--- config.mk ---
export PLATFORM = sky130hd
export DESIGN_NAME = power_mode_controller
export DESIGN_NICKNAME = d
export VERILOG_FILES = /design/src/pwr_pkg.sv /design/src/wake_sync.sv /design/src/power_mode_controller.sv
export SDC_FILE = /design/constraint.sdc
export NUM_CORES = 1
export LEC_CHECK = 0
export BUFFER_PORTS_ARGS = -buffer_cell sky130_fd_sc_hd__clkbuf_2
export CAP_MARGIN = 30
export CORE_MARGIN = 1.5
export CORE_UTILIZATION = 41
export CTS_BUF_LIST = sky130_fd_sc_hd__clkbuf_4 sky130_fd_sc_hd__clkbuf_8 sky130_fd_sc_hd__clkbuf_16
export DETAILED_ROUTE_END_ITERATION = 8
export GPL_ROUTABILITY_DRIVEN = 0
export MAX_ROUTING_LAYER = met4
export PLACE_DENSITY = 0.69
export SLEW_MARGIN = 0
export SYNTH_ARGS = -nofsm -noshare
export SYNTH_HDL_FRONTEND = slang
export SYNTH_SLANG_ARGS = --single-unit
--- constraint.sdc ---
create_clock -name ref_clk -period 2 [get_ports ref_clk]
set_input_delay 0.2 -clock ref_clk [delete_from_list [all_inputs] [get_ports ref_clk]]
set_output_delay 0.2 -clock ref_clk [all_outputs]
set_load 0.01 [all_outputs]
--- src/pwr_pkg.sv ---
// Purpose: Constants and types for the power mode controller
// Assumes: 32-bit Avalon-MM register bus, word addressed by byte offset
// Notes:   Behaviour list below
//
// Behaviour
// - Four global modes: active, alternate active, sleep, hibernate.
// - In active, subsystem enables follow active template bits, writable anytime.
// - Active and alternate active each use their own template register.
// - Disabled resources have their digital clocks gated.
// - Processor may disable itself; next wakeup re-enables it.
// - Any wakeup sets mode active and enables the processor.
// - After boot the global mode is active.
// - Alternate active enables the reduced subsystem set from its template.
// - Sleep disables most resources, keeping only timing functions.
// - Sleep keeps timing running from low-speed or watch crystal clock.
// - Hibernate stops all clocks; only pin interrupt unit wakes it.
// - Core regulators enabled after power-up; firmware may clear them.
package pwr_pkg;

  // ==========================================================
  // Register map
  localparam logic [3:0]  ADDR_MODE    = 4'h0;
  localparam logic [3:0]  ADDR_ACT_TPL = 4'h4;
  localparam logic [3:0]  ADDR_ALT_TPL = 4'h8;
  localparam logic [3:0]  ADDR_REG_EN  = 4'hC;

  // ==========================================================
  // Fields and reset values
  localparam int          NSUB         = 8;
  localparam int          CPU_BIT      = 0;
  localparam int          TIMING_BIT   = 1;
  localparam int          CPU_OFF_POS  = 2;
  localparam int          XTAL_POS     = 3;
  localparam logic [7:0]  TPL_RST      = 8'hFF;
  localparam logic [1:0]  REG_EN_RST   = 2'h3;
  localparam logic [7:0]  SLEEP_KEEP   = 8'h02;
  localparam logic [31:0] UNMAPPED_RD  = 32'h0000_0000;

  // ==========================================================
  // Modes and wake sources
  typedef enum logic [1:0] {
    MODE_ACTIVE,
    MODE_ALT_ACTIVE,
    MODE_SLEEP,
    MODE_HIBERNATE
  } mode_e;

  typedef struct packed {
    logic pin_interrupt_unit;
    logic central_time_wheel;
    logic comparator;
    logic i2c;
    logic rtc;
    logic low_voltage_detect;
  } wake_s;

endpackage : pwr_pkg

--- src/wake_sync.sv ---
// Purpose: Three-stage synchroniser for asynchronous wake inputs
// Assumes: Inputs are levels from outside the clock domain
// Notes:   Output changes once stages two and three agree
`timescale 1ns/1ns
module wake_sync (
  input  wire logic       ref_clk,
  input  wire logic       rst_n,
  input  wire logic [5:0] async_in,
  output logic [5:0]      sync_out
);
  import pwr_pkg::*;

  logic [5:0] s1_q;
  logic [5:0] s2_q;
  logic [5:0] s3_q;

  // ==========================================================
  // Sync chain and agreement filter
  always_ff @(posedge ref_clk or negedge rst_n) begin
    if (!rst_n) begin
      s1_q <= '0;
      s2_q <= '0;
      s3_q <= '0;
    end else begin
      s1_q <= async_in;
      s2_q <= s1_q;
      s3_q <= s2_q;
    end
  end

  genvar i;
  generate
    for (i = 0; i < 6; i++) begin : g_agree
      always_ff @(posedge ref_clk or negedge rst_n) begin
        if (!rst_n) begin
          sync_out[i] <= 1'b0;
        end else if (s2_q[i] == s3_q[i]) begin
          sync_out[i] <= s3_q[i];
        end
      end
    end
  endgenerate

endmodule : wake_sync

--- src/power_mode_controller.sv ---
// Purpose: Global power mode sequencer with template-driven clock gating
// Assumes: Avalon-MM slave, one wait state per access
// Notes:   Wake sources are asynchronous levels; rising edge wakes
//
// The Avalon-MM interface to the registers and the placing of the registers were decided locally.
`timescale 1ns/1ns
module power_mode_controller (
  input  wire logic                ref_clk,
  input  wire logic                rst_n,
  input  wire logic [3:0]          avs_address,
  input  wire logic                avs_read,
  input  wire logic                avs_write,
  input  wire logic [31:0]         avs_writedata,
  input  wire logic [3:0]          avs_byteenable,
  output logic [31:0]              avs_readdata,
  output logic                     avs_waitrequest,
  input  wire pwr_pkg::wake_s      wake_in,
  input  wire logic                low_speed_oscillator,
  input  wire logic                watch_crystal_clock,
  output logic [pwr_pkg::NSUB-1:0] clk_en,
  output logic                     timing_clk,
  output logic [1:0]               mode,
  output logic [1:0]               core_reg_en
);
  import pwr_pkg::*;

  // ==========================================================
  // State
  mode_e            mode_q;
  logic [NSUB-1:0]  act_tpl_q;
  logic [NSUB-1:0]  alt_tpl_q;
  logic             cpu_off_q;
  logic [1:0]       reg_en_q;
  logic             ack_q;
  logic [31:0]      rdata_q;
  logic             xtal_sel_q;
  logic [5:0]       wake_sync_w;
  logic [5:0]       wake_prev_q;
  logic [5:0]       wake_rise;
  logic             wake_ev;
  logic [NSUB-1:0]  en_d;
  logic [NSUB-1:0]  en_q;
  logic             req;
  logic             wr_go;
  logic [1:0]       slow_s1_q;
  logic [1:0]       slow_s2_q;
  logic [1:0]       slow_s3_q;
  logic [1:0]       slow_q;

  // ==========================================================
  // Wake synchroniser
  wake_sync u_sync (
    .ref_clk  (ref_clk),
    .rst_n    (rst_n),
    .async_in (wake_in),
    .sync_out (wake_sync_w)
  );

  always_ff @(posedge ref_clk or negedge rst_n) begin
    if (!rst_n) begin
      wake_prev_q <= '0;
    end else begin
      wake_prev_q <= wake_sync_w;
    end
  end

  assign wake_rise = wake_sync_w & ~wake_prev_q;

  // Hibernate accepts pin interrupt unit only
  always_comb begin
    if (mode_q == MODE_HIBERNATE) begin
      wake_ev = wake_rise[5];
    end else begin
      wake_ev = |wake_rise;
    end
  end

  // ==========================================================
  // Slow clock synchroniser, bit1 watch crystal, bit0 oscillator
  always_ff @(posedge ref_clk or negedge rst_n) begin
    if (!rst_n) begin
      slow_s1_q <= '0;
      slow_s2_q <= '0;
      slow_s3_q <= '0;
    end else begin
      slow_s1_q <= {watch_crystal_clock, low_speed_oscillator};
      slow_s2_q <= slow_s1_q;
      slow_s3_q <= slow_s2_q;
    end
  end

  // Follow stage three once stages two and three agree
  always_ff @(posedge ref_clk or negedge rst_n) begin
    if (!rst_n) begin
      slow_q <= '0;
    end else begin
      slow_q <= (slow_s2_q & slow_s3_q)
                | (slow_q & (slow_s2_q | slow_s3_q));
    end
  end

  // ==========================================================
  // Avalon-MM slave: waitrequest high until ack cycle
  assign req             = avs_read | avs_write;
  assign avs_waitrequest = req & ~ack_q;
  assign wr_go           = avs_write & ack_q;
  assign avs_readdata    = rdata_q;

  always_ff @(posedge ref_clk or negedge rst_n) begin
    if (!rst_n) begin
      ack_q <= 1'b0;
    end else begin
      ack_q <= req & ~ack_q;
    end
  end

  always_ff @(posedge ref_clk or negedge rst_n) begin
    if (!rst_n) begin
      rdata_q <= '0;
    end else if (avs_read & ~ack_q) begin
      if (avs_address == ADDR_MODE) begin
        rdata_q <= {28'h000_0000, xtal_sel_q, cpu_off_q, mode_q};
      end else if (avs_address == ADDR_ACT_TPL) begin
        rdata_q <= {24'h00_0000, act_tpl_q};
      end else if (avs_address == ADDR_ALT_TPL) begin
        rdata_q <= {24'h00_0000, alt_tpl_q};
      end else if (avs_address == ADDR_REG_EN) begin
        rdata_q <= {30'h0000_0000, reg_en_q};
      end else begin
        rdata_q <= UNMAPPED_RD;
      end
    end
  end

  // ==========================================================
  // Templates and regulator enables
  always_ff @(posedge ref_clk or negedge rst_n) begin
    if (!rst_n) begin
      act_tpl_q <= TPL_RST;
    end else begin
      if (wr_go && avs_address == ADDR_ACT_TPL
          && avs_byteenable[0]) begin
        act_tpl_q <= avs_writedata[NSUB-1:0];
      end
      if (wake_ev) begin
        act_tpl_q[CPU_BIT] <= 1'b1;
      end
    end
  end

  always_ff @(posedge ref_clk or negedge rst_n) begin
    if (!rst_n) begin
      alt_tpl_q <= TPL_RST;
    end else if (wr_go && avs_address == ADDR_ALT_TPL
                 && avs_byteenable[0]) begin
      alt_tpl_q <= avs_writedata[NSUB-1:0];
    end
  end

  always_ff @(posedge ref_clk or negedge rst_n) begin
    if (!rst_n) begin
      reg_en_q <= REG_EN_RST;
    end else if (wr_go && avs_address == ADDR_REG_EN
                 && avs_byteenable[0]) begin
      reg_en_q <= avs_writedata[1:0];
    end
  end

  always_ff @(posedge ref_clk or negedge rst_n) begin
    if (!rst_n) begin
      xtal_sel_q <= 1'b0;
    end else if (wr_go && avs_address == ADDR_MODE
                 && avs_byteenable[0]) begin
      xtal_sel_q <= avs_writedata[XTAL_POS];
    end
  end

  // ==========================================================
  // Mode sequencer
  always_ff @(posedge ref_clk or negedge rst_n) begin
    if (!rst_n) begin
      mode_q <= MODE_ACTIVE;
    end else if (wake_ev) begin
      mode_q <= MODE_ACTIVE;
    end else if (wr_go && avs_address == ADDR_MODE
                 && avs_byteenable[0]) begin
      case (mode_q)
        MODE_ACTIVE: begin
          mode_q <= mode_e'(avs_writedata[1:0]);
        end
        MODE_ALT_ACTIVE: begin
          if (avs_writedata[1:0] != 2'h0) begin
            mode_q <= mode_e'(avs_writedata[1:0]);
          end
        end
        default: begin
          mode_q <= mode_q;
        end
      endcase
    end
  end

  // Processor self-disable; wake wins over the write
  always_ff @(posedge ref_clk or negedge rst_n) begin
    if (!rst_n) begin
      cpu_off_q <= 1'b0;
    end else if (wake_ev) begin
      cpu_off_q <= 1'b0;
    end else if (wr_go && avs_address == ADDR_MODE
                 && avs_byteenable[0]) begin
      cpu_off_q <= avs_writedata[CPU_OFF_POS];
    end
  end

  // ==========================================================
  // Clock enables per subsystem
  always_comb begin
    case (mode_q)
      MODE_ACTIVE: begin
        en_d = act_tpl_q;
      end
      MODE_ALT_ACTIVE: begin
        en_d = alt_tpl_q;
      end
      MODE_SLEEP: begin
        en_d = SLEEP_KEEP;
      end
      default: begin
        en_d = '0;
      end
    endcase
    if (cpu_off_q) begin
      en_d[CPU_BIT] = 1'b0;
    end
  end

  always_ff @(posedge ref_clk or negedge rst_n) begin
    if (!rst_n) begin
      en_q <= TPL_RST;
    end else begin
      en_q <= en_d;
    end
  end

  assign clk_en      = en_q;
  assign mode        = mode_q;
  assign core_reg_en = reg_en_q;

  // Sleep timing source select, stopped in hibernate
  always_ff @(posedge ref_clk or negedge rst_n) begin
    if (!rst_n) begin
      timing_clk <= 1'b0;
    end else if (mode_q == MODE_HIBERNATE) begin
      timing_clk <= 1'b0;
    end else begin
      timing_clk <= xtal_sel_q ? slow_q[1] : slow_q[0];
    end
  end

  // ==========================================================
  // Checks
  property p_boot_active;
    @(posedge ref_clk) $rose(rst_n) |-> mode_q == MODE_ACTIVE;
  endproperty
  a_boot_active: assert property (p_boot_active)
    else $error("mode not active after reset");

  property p_wake_active;
    @(posedge ref_clk) disable iff (!rst_n)
      wake_ev |=> mode_q == MODE_ACTIVE && !cpu_off_q;
  endproperty
  a_wake_active: assert property (p_wake_active)
    else $error("wake did not return to active");

  property p_cpu_on_after_wake;
    @(posedge ref_clk) disable iff (!rst_n)
      wake_ev |-> ##2 clk_en[CPU_BIT];
  endproperty
  a_cpu_on_after_wake: assert property (p_cpu_on_after_wake)
    else $error("cpu enable wrong after wake");

  property p_act_tpl;
    @(posedge ref_clk) disable iff (!rst_n)
      mode_q == MODE_ACTIVE && !cpu_off_q |=> clk_en == $past(act_tpl_q);
  endproperty
  a_act_tpl: assert property (p_act_tpl)
    else $error("active enables differ from template");

  property p_alt_tpl;
    @(posedge ref_clk) disable iff (!rst_n)
      mode_q == MODE_ALT_ACTIVE && !cpu_off_q
      |=> clk_en == $past(alt_tpl_q);
  endproperty
  a_alt_tpl: assert property (p_alt_tpl)
    else $error("alt active enables differ from template");

  property p_sleep_gate;
    @(posedge ref_clk) disable iff (!rst_n)
      mode_q == MODE_SLEEP && $stable(mode_q)
      |=> (clk_en & ~SLEEP_KEEP) == '0;
  endproperty
  a_sleep_gate: assert property (p_sleep_gate)
    else $error("sleep left resources enabled");

  property p_hib_gate;
    @(posedge ref_clk) disable iff (!rst_n)
      mode_q == MODE_HIBERNATE ##1 mode_q == MODE_HIBERNATE
      |-> clk_en == '0 && !timing_clk;
  endproperty
  a_hib_gate: assert property (p_hib_gate)
    else $error("clock running in hibernate");

  property p_low_exit;
    @(posedge ref_clk) disable iff (!rst_n)
      (mode_q == MODE_SLEEP || mode_q == MODE_HIBERNATE) && !wake_ev
      |=> mode_q == $past(mode_q);
  endproperty
  a_low_exit: assert property (p_low_exit)
    else $error("low power mode left without wake");

  property p_reg_default;
    @(posedge ref_clk) $rose(rst_n) |-> reg_en_q == REG_EN_RST;
  endproperty
  a_reg_default: assert property (p_reg_default)
    else $error("regulators not enabled at boot");

  property p_hib_pin_only;
    @(posedge ref_clk) disable iff (!rst_n)
      mode_q == MODE_HIBERNATE && !wake_rise[5] |=> mode_q == MODE_HIBERNATE;
  endproperty
  a_hib_pin_only: assert property (p_hib_pin_only)
    else $error("hibernate left without pin event");

  property p_alt_no_rise;
    @(posedge ref_clk) disable iff (!rst_n)
      mode_q == MODE_ALT_ACTIVE && !wake_ev |=> mode_q != MODE_ACTIVE;
  endproperty
  a_alt_no_rise: assert property (p_alt_no_rise)
    else $error("alt active raised to active by a write");

  property p_reg_hold;
    @(posedge ref_clk) disable iff (!rst_n)
      !(wr_go && avs_address == ADDR_REG_EN) |=> $stable(reg_en_q);
  endproperty
  a_reg_hold: assert property (p_reg_hold)
    else $error("regulator enables changed without a write");

  property p_wake_tpl;
    @(posedge ref_clk) disable iff (!rst_n)
      wake_ev |=> act_tpl_q[CPU_BIT];
  endproperty
  a_wake_tpl: assert property (p_wake_tpl)
    else $error("cpu template bit not set by wake");

  property p_sleep_timing;
    @(posedge ref_clk) disable iff (!rst_n)
      mode_q == MODE_SLEEP && $stable(mode_q) |=> clk_en[TIMING_BIT];
  endproperty
  a_sleep_timing: assert property (p_sleep_timing)
    else $error("timing enable off in sleep");

endmodule : power_mode_controller

# Word-level counts from Yosys, hierarchy flattened
# Index checks and enable logic that the tools add are counted.
# op_classes
eq_ne	13
n_reduce_logical	16
n_bitwise	11
muxes	17
# ops
operator	n
$mux W8	3
$pmux W8 S3	1
$eq A4 B4 Y1 const B	2
$logic_and A1 B1 Y1	8
$mux W1	8
$mux W2	4
$and A6 B6 Y6	1
$eq A1 B1 Y1	6
$not A6 Y6	1
$reduce_bool A2 Y1	3
$reduce_or A6 Y1	1
$and A2 B2 Y2	2
$eq A2 B2 Y1 const B	2
$eq A4 B3 Y1 const B	1
$logic_not A4 Y1	1
$or A2 B2 Y2	2
$pmux W2 S2	1
$and A1 B1 Y1	3
$ne A3 B3 Y1 const B	1
$reduce_and A3 Y1	1
$reduce_bool A3 Y1	1
$eq A2 B1 Y1 const B	1
$logic_not A2 Y1	1
$not A1 Y1	1
$or A1 B1 Y1	1
# totals
in_bits	52
wordCells	82
ff_bits	102
out_inout_bits	46

# Longest topological paths before layout
# logic_depth
word_depth	6
depth_mapped	5
ltp_nobuf	4

# Hierarchy
# From an unflattened synthesis, not the netlist that was laid out.
# hier_totals
hier_cells	210
area_unflattened_um2	3025.4
# by_module_without_submodules
mod	area_each_um2	instances	cells_each	seq_area_each_um2
power_mode_controller	2357.3	1	180	1383.8
wake_sync	668.1	1	30	600.6

# Worst setup path after synthesis
# OpenSTA, ideal clock, no wires.
# synth_timing
path_type	input -> register
from	input port avs_address[0]
to	register act_tpl_q[0]
setup_time_ns	0.088
arrival_time_ns	1.334
path_buffers	0
path_slack_ns	0.578
cell_stages	4
t_required_ns	1.912
cell_sequence	and4bb_2 > nand4b_4 > mux2_1 > or3_1
# synth_via
elab_chain_len	4
# synth_lines
item	line_no	source
start: declaration	power_mode_controller.sv:10	input wire logic [3:0] avs_address,
$eq A4 B3 Y1	power_mode_controller.sv:141	if (wr_go && avs_address == ADDR_ACT_TPL
$logic_and A1 B1 Y1	power_mode_controller.sv:141	
$logic_and A1 B1 Y1	power_mode_controller.sv:142	&& avs_byteenable[0]) begin
$reduce_bool A2 Y1 (no source line)	--	
end signal: assignment	power_mode_controller.sv:143	act_tpl_q <= avs_writedata[NSUB-1:0];
end: declaration	power_mode_controller.sv:30	logic [NSUB-1:0] act_tpl_q;
# Every way passes these cells.
# A chain may end at the register's enable or synchronous reset.

# Worst setup path in the final report
# layout_timing
from	register ack_q
to	register xtal_sel_q
# layout_via
elab_chain_len	3
# layout_lines
item	line_no	source
start: declaration	power_mode_controller.sv:34	logic ack_q;
start signal: assignment	power_mode_controller.sv:113	ack_q <= req & ~ack_q;
$and A1 B1 Y1	power_mode_controller.sv:106	assign wr_go = avs_write & ack_q;
$logic_and A1 B1 Y1	power_mode_controller.sv:172	end else if (wr_go && avs_address == ADDR_MODE
$logic_and A1 B1 Y1	power_mode_controller.sv:173	&& avs_byteenable[0]) begin
end signal: assignment	power_mode_controller.sv:174	xtal_sel_q <= avs_writedata[XTAL_POS];
end: declaration	power_mode_controller.sv:36	logic xtal_sel_q;
# Every way passes these cells.

==> results.yml <==
die:
  dieArea_sq_um: 7844
  die_y_um: 88.57
  core_sq_um: 7176
  die_w_um: 88.57
  rows: 31
  io_pins: 98
  initial_utilization_pct: 41.83
timing:
  holdWs_ns: 0.08783
  period_needed_ns: 1.555
  skew_ns: 0.009555
  finalSetupTns_ns: 0
  setup_violations: 0
  hold_viol_final: 0
  max_freq_mhz: 643.1
  rsz0062_at_grt: "no"
  maxSlewViolCount: 0
  fin_crit_sh_pct: 77.75
setup_path:
  cp.arrival_ns: 1.79
  rr_startpoint: "ack_q"
  critPathMaxFanout: 6
  cp.depth: 3
  crit_chain: "nor3b_1, and2_0, mux2_2"
  critical_path_class: "register to register"
  r2r-end: "xtal_sel_q"
  worst-path-buf-inv: 0
  cpPeakStageDelay_ns: 0.48
  crit_end: "xtal_sel_q"
  slowest_stage: "dfrtp_1"
  start_kind: "register"
  critPathTopFamily: "simple AND/OR/NAND/NOR gates"
  crit_path_end_kind: "register"
  rrSetupSlack_ns: 0.45
  worstPathRequired_ns: 2.24
  crit_start: "ack_q"
  rr_worst_depth: 3
routing:
  final_antenna_net_count: 0
  first_pass_iters: 4
  vias: 1726
  drt_first_iter_violations: 80
  detail_route.vias_per_cell: 4.554
  post_drt_wl_per_cell_um: 12.67
  finalWirelength_mm: 4.801
  drc: 0
pwr:
  power.internal_w: 0.002632
  p_sw_w: 0.0008406
  ir_drop_mv: 0.3902
  power_frac_clock_pct: 38.2
  p_comb_share_pct: 8.9
  powerDensity_nw_per_um2: 960.6
  p_seq_share_pct: 52.8
  power_switching_share_pct: 24.21
  p_leak_nw: 1.648
global_route:
  grt_pass1_wl_mm: 7.838
  grt_pass1_vias: 1609
  grt_start_max_net_pins: 45
  antenna_found_initial: 0
  grt_overflow: 0
  grtUsageTotal_pct: 14.36
synthesis:
  synth_top_cell_by_area: "dfrtp_1"
  mappedNetlistArea_sq_um: 3002
  ys_async_sr_fraction_pct: 100.0
  syn_avg_cell_area_sq_um: 14.29
  yosys_warnings: 0
  ys_seq_area_share_pct: 66.11
  synth_area_leaders: "dfrtp_1, dfstp_2, mux2_2"
  synthAdderAreaFrac_pct: 2.668
  synthSimpleGateAreaFrac_pct: 7.295
  synthMuxAreaShare_pct: 12.30
  synth_top_area_share_pct: 43.35
  synth-main-ff-cell: "dfrtp_1"
  synth_top_family_by_area: "multiplexers"
  synth_compound_area_share_pct: 4.460
  synth_edf_count: 0
  ys_ff_latch: 78
  synth.distinct_cells: 34
  synth_xor_area_share_pct: 0
  syn_inst: 210
finish:
  layout_common_cells: "dfrtp_1, clkbuf_2, dfstp_2"
  multi_input_area_sq_um: 892.1
  stdcell_area_sq_um: 3615
  drive_gt1_share_pct: 41.07
  nFillCells: 637
  final_nets: 327
  antenna_cells: 0
  area_delta_synth_final_pct: 20.43
  layout_commonest_cell: "dfrtp_1"
  fin_cells: 379
  seq_area_sq_um: 1984
cts:
  root_buffer: "clkbuf_8"
  cts_buffer_depth: 2
  cts.clk_slew.worst_paths_ns: 0.09
  clk_latency_ns: 0.35
  cts_inserted_buffers: 9
  cts_tree: "done"
  hold_buffers: 9
  htree_levels: 3
  clock-sinks: 78
  post_cts_buffers: 0
  cts-resized-gates: 0
job:
  maxCapViolations: 0
status:
  status: "completed"
placed_design:
  placedInstanceArea_sq_um: 3294
  dp.cells: 354
  port_buffers: 46
  hpwlAfterDp_mm: 3.219
worst_hold_path:
  hold_path.class: "primary input to register"
-- worst min-delay path by stage --
stage                           startpoint        endpoint  slack, ns  cells after the start
after detailed placement             rst_n  u_sync.s2_q[0]       0.18                      1
after global placement               rst_n  u_sync.s1_q[0]       0.18                      1
after floorplan                      rst_n           ack_q       -0.1                      0
final                     avs_writedata[5]    act_tpl_q[5]       0.09                      2
after global routing      avs_writedata[5]    alt_tpl_q[5]       0.08                      2
after CTS                 avs_writedata[5]    act_tpl_q[5]       0.07                      2
-- Yosys cell counts (all sizes together), types with 4 or more instances --
library cell	number
buf	26
nand2b	4
o21ai	7
mux2	19
dfstp	26
nor2	10
a21oi	5
nor3	5
dfrtp	52
mux2i	11
a22oi	4
maj3	8
nand2	6
-- per-layer routing --
metal | up-vias | wire length (um) | track usage (%)
met5 | - | 0 | -
li1 | 818 | - | -
met1 | 841 | 2223 | 17.35
met3 | 9 | 300 | 6.157
met2 | 58 | 2187 | 21.17
met4 | 0 | 90 | 5.966
-- flip-flops by register name (all words and copies together) (netlist names), 2 cells and up --
register         cells
slow_s2_q            2
clk_en               8
slow_s1_q            2
slow_q               2
wake_prev_q          6
alt_tpl_q            8
slow_s3_q            2
u_sync.s1_q          6
avs_readdata         8
u_sync.s2_q          6
mode                 2
act_tpl_q            8
u_sync.sync_out      6
u_sync.s3_q          6
core_reg_en          2
-- power by group through the flow --
stage	clock network, W	logic, W	registers [W]
4_1_cts	0.00137	0.000318	0.00184
2_1_floorplan	0	0.000199	0.00186
6_report	0.00133	0.000311	0.00183
5_1_grt	0.00143	0.000356	0.00185
3_3_place_gp	0	0.000297	0.00186
3_5_place_dp	0	0.000302	0.00186
-- stage by stage --
step           power [W]  setup slack [ns]  utilization (%)
4_1_cts         0.003528            0.4588            50.37
6_report        0.003472            0.4451            50.37
2_1_floorplan   0.002063            0.5779                -
3_5_place_dp    0.002167            0.4750            45.91
3_3_place_gp    0.002155            0.5053            45.91
5_1_grt         0.003636            0.3129            50.37
-- cell type report --
cell class	instances	share of cell area [%]
clock buffers	9	3.427
clock inverters	7	2.942
inverters	3	0.3115
multi-input cells	123	24.68
flip-flops and latches	78	54.90
well taps	99	3.427
repair buffers	60	10.31
-- cells by family after synthesis --
group	count (synthesis)
DFF	78
buffers and inverters	32
and+or+nand+nor	38
adders and majority gates	8
AOI/OAI and AO/OA	21
muxes	32
other	1
(Power assumes the default switching activity.)
